--- src/rtl/cbs_pkg.sv ---
// Purpose: shared constants and types of the conditional branch/skip unit
// Assumes: AHB-Lite register access, 32-bit data, word registers
// Notes:   one word per register, byte addresses below
`default_nettype none
package cbs_pkg;
	// =====================================================================
	// register map
	localparam logic [7:0]  CBS_OFF_CMD    = 8'h00;
	localparam logic [7:0]  CBS_OFF_PC     = 8'h04;
	localparam logic [7:0]  CBS_OFF_FLAGS  = 8'h08;
	localparam logic [7:0]  CBS_OFF_IOVAL  = 8'h0c;
	localparam logic [7:0]  CBS_OFF_STATUS = 8'h10;
	// =====================================================================
	// reset values
	localparam logic [15:0] CBS_PC_RST     = 16'h0000;
	localparam logic [7:0]  CBS_FLAGS_RST  = 8'h00;
	localparam logic [7:0]  CBS_IOVAL_RST  = 8'h00;
	localparam logic [14:0] CBS_CMD_RST    = 15'h0000;
	// =====================================================================
	// status flag positions
	localparam int          CBS_FLAG_C     = 0;
	localparam int          CBS_FLAG_Z     = 1;
	localparam int          CBS_FLAG_N     = 2;
	// status register field positions
	localparam int          CBS_ST_BUSY    = 0;
	localparam int          CBS_ST_TAKEN   = 1;
	localparam int          CBS_ST_CYC_LO  = 2;
	// =====================================================================
	// cycle counts and program counter steps
	localparam logic [1:0]  CBS_CYC_SEQ    = 2'h1;
	localparam logic [1:0]  CBS_CYC_BRANCH = 2'h2;
	localparam logic [1:0]  CBS_CYC_SKIP1  = 2'h2;
	localparam logic [1:0]  CBS_CYC_SKIP2  = 2'h3;
	localparam logic [15:0] CBS_STEP_SEQ   = 16'h0001;
	localparam logic [15:0] CBS_STEP_SKIP1 = 16'h0002;
	localparam logic [15:0] CBS_STEP_SKIP2 = 16'h0003;
	// =====================================================================
	// types
	typedef enum logic [3:0] {
		CBS_OP_SKIP_IO_CLEAR,
		CBS_OP_SKIP_IO_SET,
		CBS_OP_FLAG_SET,
		CBS_OP_FLAG_CLEAR,
		CBS_OP_ZERO,
		CBS_OP_NONZERO,
		CBS_OP_CARRY,
		CBS_OP_NO_CARRY,
		CBS_OP_UGE,
		CBS_OP_ULT,
		CBS_OP_NEGATIVE,
		CBS_OP_POSITIVE
	} cbs_op_t;
	typedef enum logic {CBS_IDLE, CBS_EXEC} cbs_state_t;
	typedef struct packed {
		logic [6:0] k;
		logic       two_word;
		logic [2:0] sel;
		logic [3:0] op;
	} cbs_cmd_t;
	typedef struct packed {
		logic [7:0] addr;
		logic       hit;
		logic       wr;
		logic       rd;
	} cbs_aphase_t;
endpackage
`default_nettype wire

--- src/rtl/cbs_unit.sv ---
// Purpose: conditional branch and skip decision unit with AHB-Lite registers
// Assumes: single word transfers, one clock, asynchronous active-low reset
// Notes:   a command write while idle starts one instruction; pc updates when it ends
`default_nettype none
module cbs_unit
	import cbs_pkg::*;
(
	input  wire logic        hclk,
	input  wire logic        hresetn,
	input  wire logic        hsel,
	input  wire logic [31:0] haddr,
	input  wire logic [1:0]  htrans,
	input  wire logic        hwrite,
	input  wire logic [2:0]  hsize,
	input  wire logic [31:0] hwdata,
	input  wire logic        hready,
	output var  logic        hreadyout,
	output var  logic [31:0] hrdata,
	output var  logic        hresp,
	output var  logic [15:0] pc_value,
	output var  logic        exec_busy,
	output var  logic        exec_done
);

	// =====================================================================
	// helpers
	function automatic logic is_reg(input cbs_aphase_t a,
		input logic [7:0] off);
		is_reg = a.hit && (a.addr == off);
	endfunction

	function automatic logic [15:0] sext_k(input logic [6:0] k);
		sext_k = {{9{k[6]}}, k};
	endfunction

	// =====================================================================
	// state
	cbs_aphase_t ap;
	cbs_state_t  state;
	logic [14:0] cmd_reg;
	logic [7:0]  flags;
	logic [7:0]  ioval;
	logic [15:0] tgt;
	logic [1:0]  cnt;
	logic        taken;
	logic [1:0]  cyc_last;

	// =====================================================================
	// decode of the command being written
	cbs_cmd_t    cmd_in;
	cbs_op_t     op;
	logic        cond;
	logic        is_skip;
	logic [15:0] delta;
	logic [1:0]  cyc;
	logic        take;
	logic        wr_now;
	logic        start;
	logic        idle_wr;

	assign cmd_in  = cbs_cmd_t'(hwdata[14:0]);
	assign op      = cbs_op_t'(cmd_in.op);
	assign take    = hsel && hready && htrans[1];
	assign wr_now  = ap.wr && hreadyout;
	assign start   = wr_now && is_reg(ap, CBS_OFF_CMD) && (state == CBS_IDLE);
	assign idle_wr = wr_now && (state == CBS_IDLE);

	always_comb begin
		cond    = 1'b0;
		is_skip = 1'b0;
		unique case (op)
			CBS_OP_SKIP_IO_CLEAR: begin
				cond    = !ioval[cmd_in.sel];
				is_skip = 1'b1;
			end
			CBS_OP_SKIP_IO_SET: begin
				cond    = ioval[cmd_in.sel];
				is_skip = 1'b1;
			end
			CBS_OP_FLAG_SET:   cond = flags[cmd_in.sel];
			CBS_OP_FLAG_CLEAR: cond = !flags[cmd_in.sel];
			CBS_OP_ZERO:       cond = flags[CBS_FLAG_Z];
			CBS_OP_NONZERO:    cond = !flags[CBS_FLAG_Z];
			CBS_OP_CARRY:      cond = flags[CBS_FLAG_C];
			CBS_OP_ULT:        cond = flags[CBS_FLAG_C];
			CBS_OP_NO_CARRY:   cond = !flags[CBS_FLAG_C];
			CBS_OP_UGE:        cond = !flags[CBS_FLAG_C];
			CBS_OP_NEGATIVE:   cond = flags[CBS_FLAG_N];
			CBS_OP_POSITIVE:   cond = !flags[CBS_FLAG_N];
			default:           cond = 1'b0;
		endcase
	end

	always_comb begin
		if (!cond) begin
			delta = CBS_STEP_SEQ;
			cyc   = CBS_CYC_SEQ;
		end else if (is_skip) begin
			delta = cmd_in.two_word ? CBS_STEP_SKIP2 : CBS_STEP_SKIP1;
			cyc   = cmd_in.two_word ? CBS_CYC_SKIP2 : CBS_CYC_SKIP1;
		end else begin
			delta = sext_k(cmd_in.k) + CBS_STEP_SEQ;
			cyc   = CBS_CYC_BRANCH;
		end
	end

	// =====================================================================
	// bus slave
	always_ff @(posedge hclk or negedge hresetn) begin
		if (!hresetn) begin
			ap <= '0;
		end else if (take) begin
			ap.addr <= haddr[7:0];
			ap.hit  <= (haddr[31:8] == 24'h000000) && (haddr[1:0] == 2'h0);
			ap.wr   <= hwrite;
			ap.rd   <= !hwrite;
		end else begin
			ap <= '0;
		end
	end

	always_ff @(posedge hclk or negedge hresetn) begin
		if (!hresetn) begin
			hreadyout <= 1'b1;
			hresp     <= 1'b0;
		end else begin
			hreadyout <= !(take && !hwrite);
			hresp     <= 1'b0;
		end
	end

	always_ff @(posedge hclk or negedge hresetn) begin
		if (!hresetn) begin
			hrdata <= 32'h00000000;
		end else if (ap.rd && !hreadyout) begin
			hrdata <= 32'h00000000;
			if (is_reg(ap, CBS_OFF_CMD))
				hrdata[14:0] <= cmd_reg;
			if (is_reg(ap, CBS_OFF_PC))
				hrdata[15:0] <= pc_value;
			if (is_reg(ap, CBS_OFF_FLAGS))
				hrdata[7:0] <= flags;
			if (is_reg(ap, CBS_OFF_IOVAL))
				hrdata[7:0] <= ioval;
			if (is_reg(ap, CBS_OFF_STATUS)) begin
				hrdata[CBS_ST_BUSY]  <= exec_busy;
				hrdata[CBS_ST_TAKEN] <= taken;
				hrdata[CBS_ST_CYC_LO +: 2] <= cyc_last;
			end
		end
	end

	// =====================================================================
	// software registers, writable only while idle
	always_ff @(posedge hclk or negedge hresetn) begin
		if (!hresetn) begin
			flags   <= CBS_FLAGS_RST;
			ioval   <= CBS_IOVAL_RST;
			cmd_reg <= CBS_CMD_RST;
		end else if (idle_wr) begin
			if (is_reg(ap, CBS_OFF_FLAGS))
				flags <= hwdata[7:0];
			if (is_reg(ap, CBS_OFF_IOVAL))
				ioval <= hwdata[7:0];
			if (is_reg(ap, CBS_OFF_CMD))
				cmd_reg <= hwdata[14:0];
		end
	end

	// =====================================================================
	// execution sequencer
	always_ff @(posedge hclk or negedge hresetn) begin
		if (!hresetn) begin
			state     <= CBS_IDLE;
			exec_busy <= 1'b0;
			exec_done <= 1'b0;
			cnt       <= 2'h0;
			tgt       <= CBS_PC_RST;
			taken     <= 1'b0;
			cyc_last  <= 2'h0;
		end else begin
			exec_done <= 1'b0;
			unique case (state)
				CBS_IDLE: begin
					if (start) begin
						state     <= CBS_EXEC;
						exec_busy <= 1'b1;
						tgt       <= pc_value + delta;
						cnt       <= cyc - 2'h1;
						taken     <= cond;
						cyc_last  <= cyc;
					end
				end
				CBS_EXEC: begin
					if (cnt == 2'h0) begin
						state     <= CBS_IDLE;
						exec_busy <= 1'b0;
						exec_done <= 1'b1;
					end else begin
						cnt <= cnt - 2'h1;
					end
				end
			endcase
		end
	end

	always_ff @(posedge hclk or negedge hresetn) begin
		if (!hresetn) begin
			pc_value <= CBS_PC_RST;
		end else if (state == CBS_EXEC && cnt == 2'h0) begin
			pc_value <= tgt;
		end else if (idle_wr && is_reg(ap, CBS_OFF_PC)) begin
			pc_value <= hwdata[15:0];
		end
	end

	logic [15:0] k_ext;
	assign k_ext = sext_k(cmd_in.k);
endmodule
`default_nettype wire

--- config.mk ---
export PLATFORM = sky130hd
export DESIGN_NAME = cbs_unit
export DESIGN_NICKNAME = d
export VERILOG_FILES = /design/src/rtl/cbs_pkg.sv /design/src/rtl/cbs_unit.sv
export SDC_FILE = /design/constraint.sdc
export NUM_CORES = 1
export LEC_CHECK = 0
export ABC_AREA = 1
export BUFFER_PORTS_ARGS = -buffer_cell sky130_fd_sc_hd__buf_2
export CORE_MARGIN = 3
export CORE_UTILIZATION = 35
export CTS_BUF_LIST = sky130_fd_sc_hd__clkbuf_2 sky130_fd_sc_hd__clkbuf_4 sky130_fd_sc_hd__clkbuf_8
export CTS_CLUSTER_DIAMETER = 150
export DETAILED_ROUTE_END_ITERATION = 8
export PLACE_DENSITY = 0.55
export SLEW_MARGIN = 25
export SYNTH_ARGS = -nofsm -noshare
export SYNTH_HDL_FRONTEND = slang
export SYNTH_SLANG_ARGS = --single-unit
--- constraint.sdc ---
create_clock -name hclk -period 2.9 [get_ports hclk]
set_input_delay 0.145 -clock hclk [delete_from_list [all_inputs] [get_ports hclk]]
set_output_delay 0.145 -clock hclk [all_outputs]
set_load 0.01 [all_outputs]
; Yosys cells after proc, flatten, opt, wreduce, memory -nomap -nowiden
; Cells that the tools add are included.
[word_totals]
ff_bits = 99
output_inout_bits = 52
input_bits = 74
[op_classes]
n_eq_ne = 18
mux = 31
n_lt_le_gt_ge = 1
n_reduce_logical = 39
n_bitwise = 1
add_sub_neg = 4
[op_table]
columns = cell, count
row1 = 16-bit two-way mux, 5
row2 = 24-bit zero test, 1
row3 = 16-bit adder, 1
row4 = 4-bit by 3-bit == test with 1-bit output (second input constant), 4
row5 = 4-bit == test (second input constant), 4
row6 = 8-bit by 4-bit == test with 1-bit output (second input constant), 2
row7 = 1-bit logical AND, 16
row8 = 8-bit two-way mux, 2
row9 = 15-bit two-way mux, 1
row10 = 1-bit two-way mux, 12
row11 = 2-bit AND reduction, 6
row12 = 11-bit two-way mux, 1
row13 = 1-bit case mux with 10 select lines, 1
row14 = 7-bit by 2-bit adder with 8-bit output (second input constant), 1
row15 = 4-bit by 2-bit == test with 1-bit output (second input constant), 2
row16 = 8-bit by 3-bit == test with 1-bit output (second input constant), 1
row17 = 8-bit by 5-bit == test with 1-bit output (second input constant), 1
row18 = 1-bit zero test, 8
row19 = 8-bit zero test, 1
row20 = 1-bit binary-select mux with 3-bit select, 2
row21 = 2-bit two-way mux, 3
row22 = 2-bit OR reduction, 3
row23 = 4-bit by 1-bit == test with 1-bit output (second input constant), 1
row24 = 2-bit zero test, 2
row25 = 10 further kinds, 13

; Logic depth before layout (Yosys ltp)
; Gate-level depths: netlist of the first run.
[logic_depth]
word_depth = 8
ltp_mapped = 22

; Least setup slack after synthesis of the first run
; No wires, ideal clock.
[synth_timing]
kind = register to register
start = register flags[1]
end = register tgt[14]
stages_incl_launch_ff = 23
n_path_buf = 0
synth_period_minus_slack_ps = 2877
arrival_ps = 2752
required_ps = 2774
setup_ps = 126
setup_slack_ps = 23
path_cell_list = dfrtp_1 inv_1 nand2_1 nand3_1 nand2_1 nand2_1 nand3_1 nand2_1 inv_1 nand3_4 nand2_1 inv_1 o21ai_0 ha_1 fa_1 nand3_1 nand3_1 a21oi_1 nand3b_1 nand2_1 or2_2 nand3_1 o21ai_0
[synth_between]
elab_chain_cells = 6
word_cells_on_any_way = 7
[synth_lines]
columns = element, line
row1 = from (decl), cbs_unit.sv:41  ; logic [7:0] flags;
row2 = from (signal assigned), cbs_unit.sv:162  ; flags <= hwdata[7:0];
row3 = 1-bit binary-select mux with 3-bit select, "cbs_unit.sv:80, cbs_unit.sv:81"
row4 = 1-bit two-way mux (not written as such), "cbs_unit.sv:80, cbs_unit.sv:81"
row5 = 1-bit zero test, cbs_unit.sv:81  ; CBS_OP_FLAG_CLEAR: cond = !flags[cmd_in.sel];
row6 = 1-bit case mux with 10 select lines (*), cbs_unit.sv:71  ; unique case (op)
row7 = 16-bit two-way mux (*), cbs_unit.sv:95  ; if (!cond) begin
row8 = 16-bit adder (*), cbs_unit.sv:188  ; tgt <= pc_value + delta;
row9 = to (signal assigned), cbs_unit.sv:188
row10 = to (decl), cbs_unit.sv:43  ; logic [15:0] tgt;
; Every way passes the cells marked *; elsewhere a longest branch is shown, timed or not. The select of a mux whose other input is x is not followed.
; A chain may end at the register's enable or synchronous reset.

; Worst setup path in the final report of the first run
[layout_timing]
start = register ioval[3]
end = register tgt[10]
[layout_between]
elab_chain_cells = 6
[layout_lines]
columns = element, line
row1 = from (decl), cbs_unit.sv:42  ; logic [7:0] ioval;
row2 = from (signal assigned), cbs_unit.sv:164  ; ioval <= hwdata[7:0];
row3 = 1-bit binary-select mux with 3-bit select (*), "cbs_unit.sv:73, cbs_unit.sv:77"
row4 = 1-bit two-way mux (not written as such) (*), "cbs_unit.sv:73, cbs_unit.sv:77"
row5 = 1-bit zero test, cbs_unit.sv:73  ; cond = !ioval[cmd_in.sel];
row6 = 1-bit case mux with 10 select lines (*), cbs_unit.sv:71
row7 = 16-bit two-way mux (*), cbs_unit.sv:95
row8 = 16-bit adder (*), cbs_unit.sv:188
; Marks and branches as above.

==> results.py, run 1 <==
metrics = {
    "timing": {
        "fin_worst_skew_ns": 0.007191,
        "setup_violations": 0,
        "min_period_over_period_pct": 95.85,
        "final.min_clock_period_ns": 2.780,
        "whs_ns": 0.02927,
        "worst_pin_slew_ns": 0.8367,
        "max_freq_mhz": 359.8,
        "slew_violations": 0,
        "slew_headroom_pct": 44.01,
        "hold_violations": 0,
        "rsz0062_at_grt": "true",
    },
    "clock_tree": {
        "tritoncts": "done",
        "htreeDepth": 3,
        "cts_sinks": 98,
        "clkLatencyLatePin_ns": 0.39,
        "cts_root_buf": "clkbuf_8",
        "clk_pin_slew_worst_paths_ns": 0.10,
        "clk_path_buf_depth": 2,
        "numCtsBuffers": 9,
    },
    "layout": {
        "final_util_pct": 48.32,
        "area_growth_pct": 33.72,
        "fin_area_um2": 7760,
        "top_regs": "hrdata: 16 flops, pc_value: 16 flops, tgt: 16 flops",
        "diodes": 0,
        "drive_gt1_share_pct": 33.37,
        "fin_nets": 991,
    },
    "logic_synthesis": {
        "ys_ff_latch": 98,
        "synth_cell_types": 55,
        "synth_area_um2": 5803,
        "synth_edf_count": 0,
        "synth.most_common_cell": "nand2_1",
        "syn_inst": 728,
        "yosys_warnings": 0,
        "ys_top_cells_by_count": "nand2_1 (160), inv_1 (114), dfrtp_1 (97)",
        "synth_top_area_share_pct": 41.83,
        "syn_area_per_cell_um2": 7.971,
        "netlist_top_cells_area": "dfrtp_1 (42%), nand2_1 (10%), inv_1 (7.4%)",
        "synthArstFlopShare_pct": 100.0,
        "seq_area_frac_synth_pct": 42.28,
        "yosys.area.top_type": "dfrtp_1",
        "synth_flop_cell": "dfrtp_1",
    },
    "grt": {
        "gr-total-overflow": 0,
        "grt_antenna_before_repair": 0,
        "grt_pass1_vias": 5053,
        "grt_util_all_layers_pct": 18.52,
        "grt_pass1_wl_um": 26320,
        "grt_max_degree": 57,
    },
    "worst_setup_path": {
        "crit_required_ns": 3.22,
        "r2r_cells": 23,
        "critical_path_arrival_ns": 3.10,
        "crit_type": "reg2reg",
        "r2r_end": "tgt[10]",
        "startpoint_type": "flip-flop",
        "worstSetupEndpointType": "flip-flop",
        "crit_slowest_cell": "dfrtp_1",
        "crit_fanout": 3,
        "worstSetupStartpoint": "ioval[3]",
        "crit_top_cell": "nand3_2",
        "worst_path_largest_cell_delay_ns": 0.41,
        "r2r_slack_ns": 0.12,
        "path_cells": "inv_2, nand2_1, nand3_2, nand2_1, nand2_1, nand2_2, nor2_2, nor2_2, nand3_4, nand2_2, inv_2, o21ai_1, ha_2, fa_2, nand3_2, nand3_2, a21oi_2, buf_4, nor2_4, o2bb2ai_4, or2_4, nand3_2, o21ai_1",
        "rr_startpoint": "ioval[3]",
    },
    "drt": {
        "route.detailed.drc": 0,
        "routed-via-count": 5311,
        "drt-initial-drc-count": 320,
        "wl_um": 16580,
        "first_pass_iters": 5,
        "viasPerCell": 4.738,
        "ant_nets": 0,
        "routedWlPerCell_um": 14.79,
    },
    "pwr": {
        "max-vdd-ir-drop_uv": 198.6,
        "power_density_nw_per_um2": 410.9,
        "p_leak_nw": 3.986,
        "power_mw": 3.188,
    },
    "placement": {
        "dpl_cell_area_um2": 6870,
        "place_hpwl_um": 11900,
        "io_buffer_count": 88,
        "gp_congestion": 0.8800,
    },
    "floorplanning": {
        "die_w_um": 134.8,
        "core_area_um2": 16060,
        "initial_utilization_pct": 36.14,
        "num_io_pins": 126,
        "die_h_um": 134.8,
        "rows": 46,
        "floorplan.die_area_um2": 18160,
    },
    "outcome": {
        "outcome": "finished, final reports clean",
    },
    "min_path": {
        "hold_start": "hwdata[15]",
        "hold_end": "pc_value[15]",
        "hold_class": "in2reg",
        "hold_depth": 3,
    },
    "flow_run": {
        "maxCapViolCount": 0,
    },
}
==> cell type report <==
type,count,area (µm²)
fillers,1572,8298
multi-input cells,490,3151
flip-flops and latches,98,2454
repair buffers,180,1205
inverters,121,454.2
well taps,216,270.3
clock buffers,12,152.6
clock inverters,4,73.82
==> cell families (layout without fill, tap and decap cells) <==
kind of cell | Yosys count | in the layout | share of synthesized area [%]
xor+xnor | 10 | 10 | 1.509
compound gates | 161 | 161 | 16.69
other cells | 1 | 17 | 0.06462
simple gates | 285 | 285 | 23.67
buf+inv | 156 | 317 | 11.99
flops | 98 | 98 | 42.28
fa+ha+maj | 17 | 17 | 3.795
==> what timing repair did <==
item / CTS / global route
hold buffers: 14 / 0
resized for setup: 13 / 98
pin swaps: 3 / 35
endpoints found under the hold margin: 66 / 0
buffers inserted: 1 / 9
setup endpoints to repair: 6 / 11
==> per-layer routing <==
| layer | wire (µm) | part of all wire (%) | GRT usage (%) |
|---|---|---|---|
| met5 | 0 | 0 | 0 |
| met4 | 296 | 1.8 | 5.656 |
| met3 | 764 | 4.6 | 3.390 |
| met2 | 7876 | 47 | 30.54 |
| met1 | 7643 | 46 | 24.85 |
==> through the flow <==
stage | setup TNS, ns | setup slack (ns) | std cells
final | 0 | 0.1204 | 1121
after global routing | -0.3096 | -0.06618 | 1121
after CTS | 0 | 0.0001119 | 1112
after detailed placement | -0.5837 | -0.1334 | 1081
after global placement | -0.5112 | -0.1135 | 1081
after floorplan | 0 | 0.02253 | 744
==> where the power goes <==
part,internal [mW],switching (mW),leakage (nW)
clock,0.531,0.502,0.118
combinational,0.355,0.407,2.86
sequential,1.38,0.0100,1.01
total,2.27,0.919,3.99
==> worst max path at each step <==
stage | slack [ns] | cells after the start | endpoint
2_1_floorplan | 0.02 | 22 | tgt[14]
3_3_place_gp | -0.11 | 23 | tgt[15]
3_5_place_dp | -0.13 | 22 | tgt[9]
4_1_cts | 0.0001 | 22 | tgt[15]
5_1_grt | -0.07 | 23 | tgt[13]
6_report | 0.12 | 23 | tgt[10]
==> layout by cell type, fill, tap and decap left out, drive strengths merged, types with 2 or more instances in the layout <==
cell,Yosys,final
o211ai,14,14
a221oi,5,5
nand2,168,168
o22ai,9,9
ha,16,16
inv,121,122
o31ai,2,2
o21bai,2,2
nand4,8,8
nor4,7,7
a21oi,18,18
clkbuf,5,12
conb,1,17
o21ai,87,87
xor2,6,6
buf,30,166
o21a,6,6
o221ai,6,6
a21o,2,2
nand3,42,42
nor2,48,48
o211a,2,2
bufinv,0,2
or2,4,4
xnor2,4,4
dfrtp,97,97
a31oi,4,4
nor3,6,6
dlygate4sd3,0,14
==> critical path, delay by kind of cell (launching register included) <==
| kind | cells | cell delay, ns |
|---|---|---|
| adders and majority gates | 2 | 0.57 |
| DFF | 1 | 0.41 |
| AOI/OAI and AO/OA | 4 | 0.47 |
| and+or+nand+nor | 14 | 1.00 |
| buffers and inverters | 3 | 0.25 |
(Power assumes the default switching activity.)
==> run 2: changes to the inputs <==
--- a/config.mk
+++ b/config.mk
@@ -12,4 +12,5 @@
 export CTS_BUF_LIST = sky130_fd_sc_hd__clkbuf_2 sky130_fd_sc_hd__clkbuf_4 sky130_fd_sc_hd__clkbuf_8
 export CTS_CLUSTER_DIAMETER = 150
+export CTS_CLUSTER_SIZE = 24
 export DETAILED_ROUTE_END_ITERATION = 8
 export PLACE_DENSITY = 0.55
==> constraint.sdc (replaced) <==
create_clock -name hclk -period 2.9 [get_ports hclk]
set_input_delay 0.87 -clock hclk [delete_from_list [all_inputs] [get_ports hclk]]
set_output_delay 0.87 -clock hclk [all_outputs]
set_load 0.01 [all_outputs]
==> run 2 against run 1 <==
The run now ends with negative setup slack left. Utilization is 0.83 points higher. Combinational power is 4.7% higher. Sequential share of layout area is 0.53 points lower. Critical path depth is 1 lower. Non-clock buffer count is 18 higher. Critical path type is now in2reg.
==> results.py, run 2 (synthesized netlist as in run 1, its figures left out) <==
metrics = {
    "outcome": {
        "outcome": "complete, but fails checks",
        "violations": "negative setup slack",
    },
    "pwr": {
        "power_density_nw_per_um2": 391.9,
        "max-vdd-ir-drop_uv": 218.2,
        "internal-power_mw": 2.143,
        "switchingPower_mw": 0.9499,
        "p_leak_nw": 4.107,
        "p_sw_share_pct": 30.71,
        "combPwrFrac_pct": 25.8,
        "sequentialPowerShare_pct": 45.0,
        "p_clk_share_pct": 29.2,
    },
    "clock_tree": {
        "cts_root_buf": "clkbuf_8",
        "clk_pin_slew_worst_paths_ns": 0.11,
        "cts_sinks": 98,
        "postCtsHoldBufs": 0,
        "clk_path_buf_depth": 2,
        "clkLatencyLatePin_ns": 0.40,
        "tritoncts": "done",
        "htreeDepth": 3,
        "numCtsBuffers": 9,
    },
    "layout": {
        "layout.cells.non_filler": 1140,
        "area_growth_pct": 36.01,
        "top_regs": "hrdata: 16 flops, pc_value: 16 flops, tgt: 16 flops",
        "drive_gt1_share_pct": 35.28,
        "final_common_cell": "nand2_1",
        "fin_nets": 1010,
        "diodes": 0,
        "mostFrequentLayoutCells": "nand2_1 (144), inv_1 (106), buf_4 (102)",
    },
    "timing": {
        "worst_pin_slew_ns": 0.6565,
        "rsz0062_at_grt": "true",
        "fin_worst_skew_ns": 0.01268,
        "max_freq_mhz": 325.7,
        "slew_headroom_pct": 56.11,
        "slew_violations": 0,
        "final.min_clock_period_ns": 3.070,
        "fin_ws_ns": -0.1702,
        "min_period_over_period_pct": 105.9,
        "setup_violations": 9,
        "hold_violations": 0,
    },
    "drt": {
        "ant_nets": 0,
        "viasPerCell": 4.719,
        "drt-initial-drc-count": 273,
        "routed-via-count": 5380,
        "route.detailed.drc": 0,
        "first_pass_iters": 5,
        "routedWlPerCell_um": 14.46,
        "wl_um": 16490,
    },
    "grt": {
        "grt_pass1_wl_um": 26510,
        "grt_pass1_vias": 5204,
        "grt_util_all_layers_pct": 18.59,
        "grt_antenna_before_repair": 0,
        "grt_max_degree": 42,
        "gr-total-overflow": 0,
    },
    "worst_setup_path": {
        "crit_buf_inv": 3,
        "crit_type": "in2reg",
        "worstSetupEndpointType": "flip-flop",
        "worst_path_largest_cell_delay_ns": 0.39,
        "crit_fanout": 6,
        "critPathTopFamily": "simple AND/OR/NAND/NOR gates",
        "critical_path_arrival_ns": 3.35,
        "crit_required_ns": 3.18,
        "path_cells": "buf_6, buf_6, nand3_2, nand2_1, nand2_1, nand2_1, nor2_2, nor2_4, nand3_4, nand2_2, inv_2, o21ai_2, ha_2, fa_2, nand3_2, nand3_4, a21oi_4, nand3b_1, nand2_1, or2_4, nand3_2, o21ai_1",
        "startpoint_type": "input pin",
        "crit_slowest_cell": "fa_2",
        "crit_top_cell": "nand2_1",
    },
    "placement": {
        "place_ws_ns": -0.7547,
        "place_hpwl_um": 12480,
        "dp.cells": 1110,
        "io_buffer_count": 88,
        "gp_congestion": 0.9142,
    },
    "floorplanning": {
        "die_w_um": 134.8,
        "die_h_um": 134.8,
        "rows": 46,
        "initial_utilization_pct": 36.14,
        "core_area_um2": 16060,
        "num_io_pins": 126,
        "floorplan.die_area_um2": 18160,
    },
    "flow_run": {
        "maxCapViolCount": 0,
    },
    "min_path": {
        "hold_class": "in2async",
    },
}
## run 2: through the flow
step | TNS, ns | total power [mW] | instance area, µm² | hold WS (ns) | utilization, %
global route | -2.645 | 3.260 | 7893 | 0.3964 | 49.15
CTS | -0.1872 | 3.071 | 7749 | 0.3829 | 48.25
detailed placement | -8.335 | 2.083 | 7233 | 0.4661 | 45.04
global placement | -7.802 | 2.078 | 7233 | 0.4651 | 45.04
floorplan | -1.559 | 1.789 | 6018 | 0.4479 | -
finish | -0.8897 | 3.093 | 7893 | 0.3885 | 49.15
## run 2: layout make-up
class | count | area [µm²]
multi-input combinational | 490 | 3099
clock buffer | 11 | 151.4
clock inverter | 5 | 43.79
tap | 216 | 270.3
inverter | 121 | 474.2
fill | 1552 | 8165
sequential | 98 | 2454
timing repair buffer | 198 | 1391
timing repair inverter | 1 | 8.758
## run 2: routing by layer
metal | share of wire, % | track usage (%) | vias to the layer above
li1 | - | - | 2747
met1 | 48 | 25.89 | 2477
met2 | 46 | 29.85 | 138
met3 | 4.2 | 3.130 | 18
met4 | 1.6 | 5.486 | 0
met5 | 0 | 0 | -
## run 2: power by group through the flow
stage	clock network, mW	registers [mW]	logic (mW)
final	0.902	1.39	0.799
after global routing	0.986	1.40	0.880
after CTS	0.933	1.39	0.745
after detailed placement	0	1.42	0.663
after global placement	0	1.42	0.658
after floorplan	0	1.43	0.364
## run 2: timing repair
item                       CTS  global route
pin swaps                   15            22
gates resized for setup     60            33
setup buffers                8             4
cloned                       2             0
setup endpoints to repair   13            12
## run 2: worst paths after layout
| check | from | end | slack (ns) | cells after the start |
|---|---|---|---|---|
| max in group asynchronous | hresetn | flags[0] | 1.77 | 3 |
| hold / removal | hresetn | pc_value[13] | 0.39 | 1 |
| setup / recovery | hwdata[5] | tgt[14] | -0.17 | 22 |
| hold reg to reg | hrdata[4] | hrdata[4] | 0.49 | 2 |
| setup reg to reg | ioval[3] | tgt[14] | -0.05 | 22 |
| min in group hclk | hrdata[4] | hrdata[4] | 0.49 | 2 |
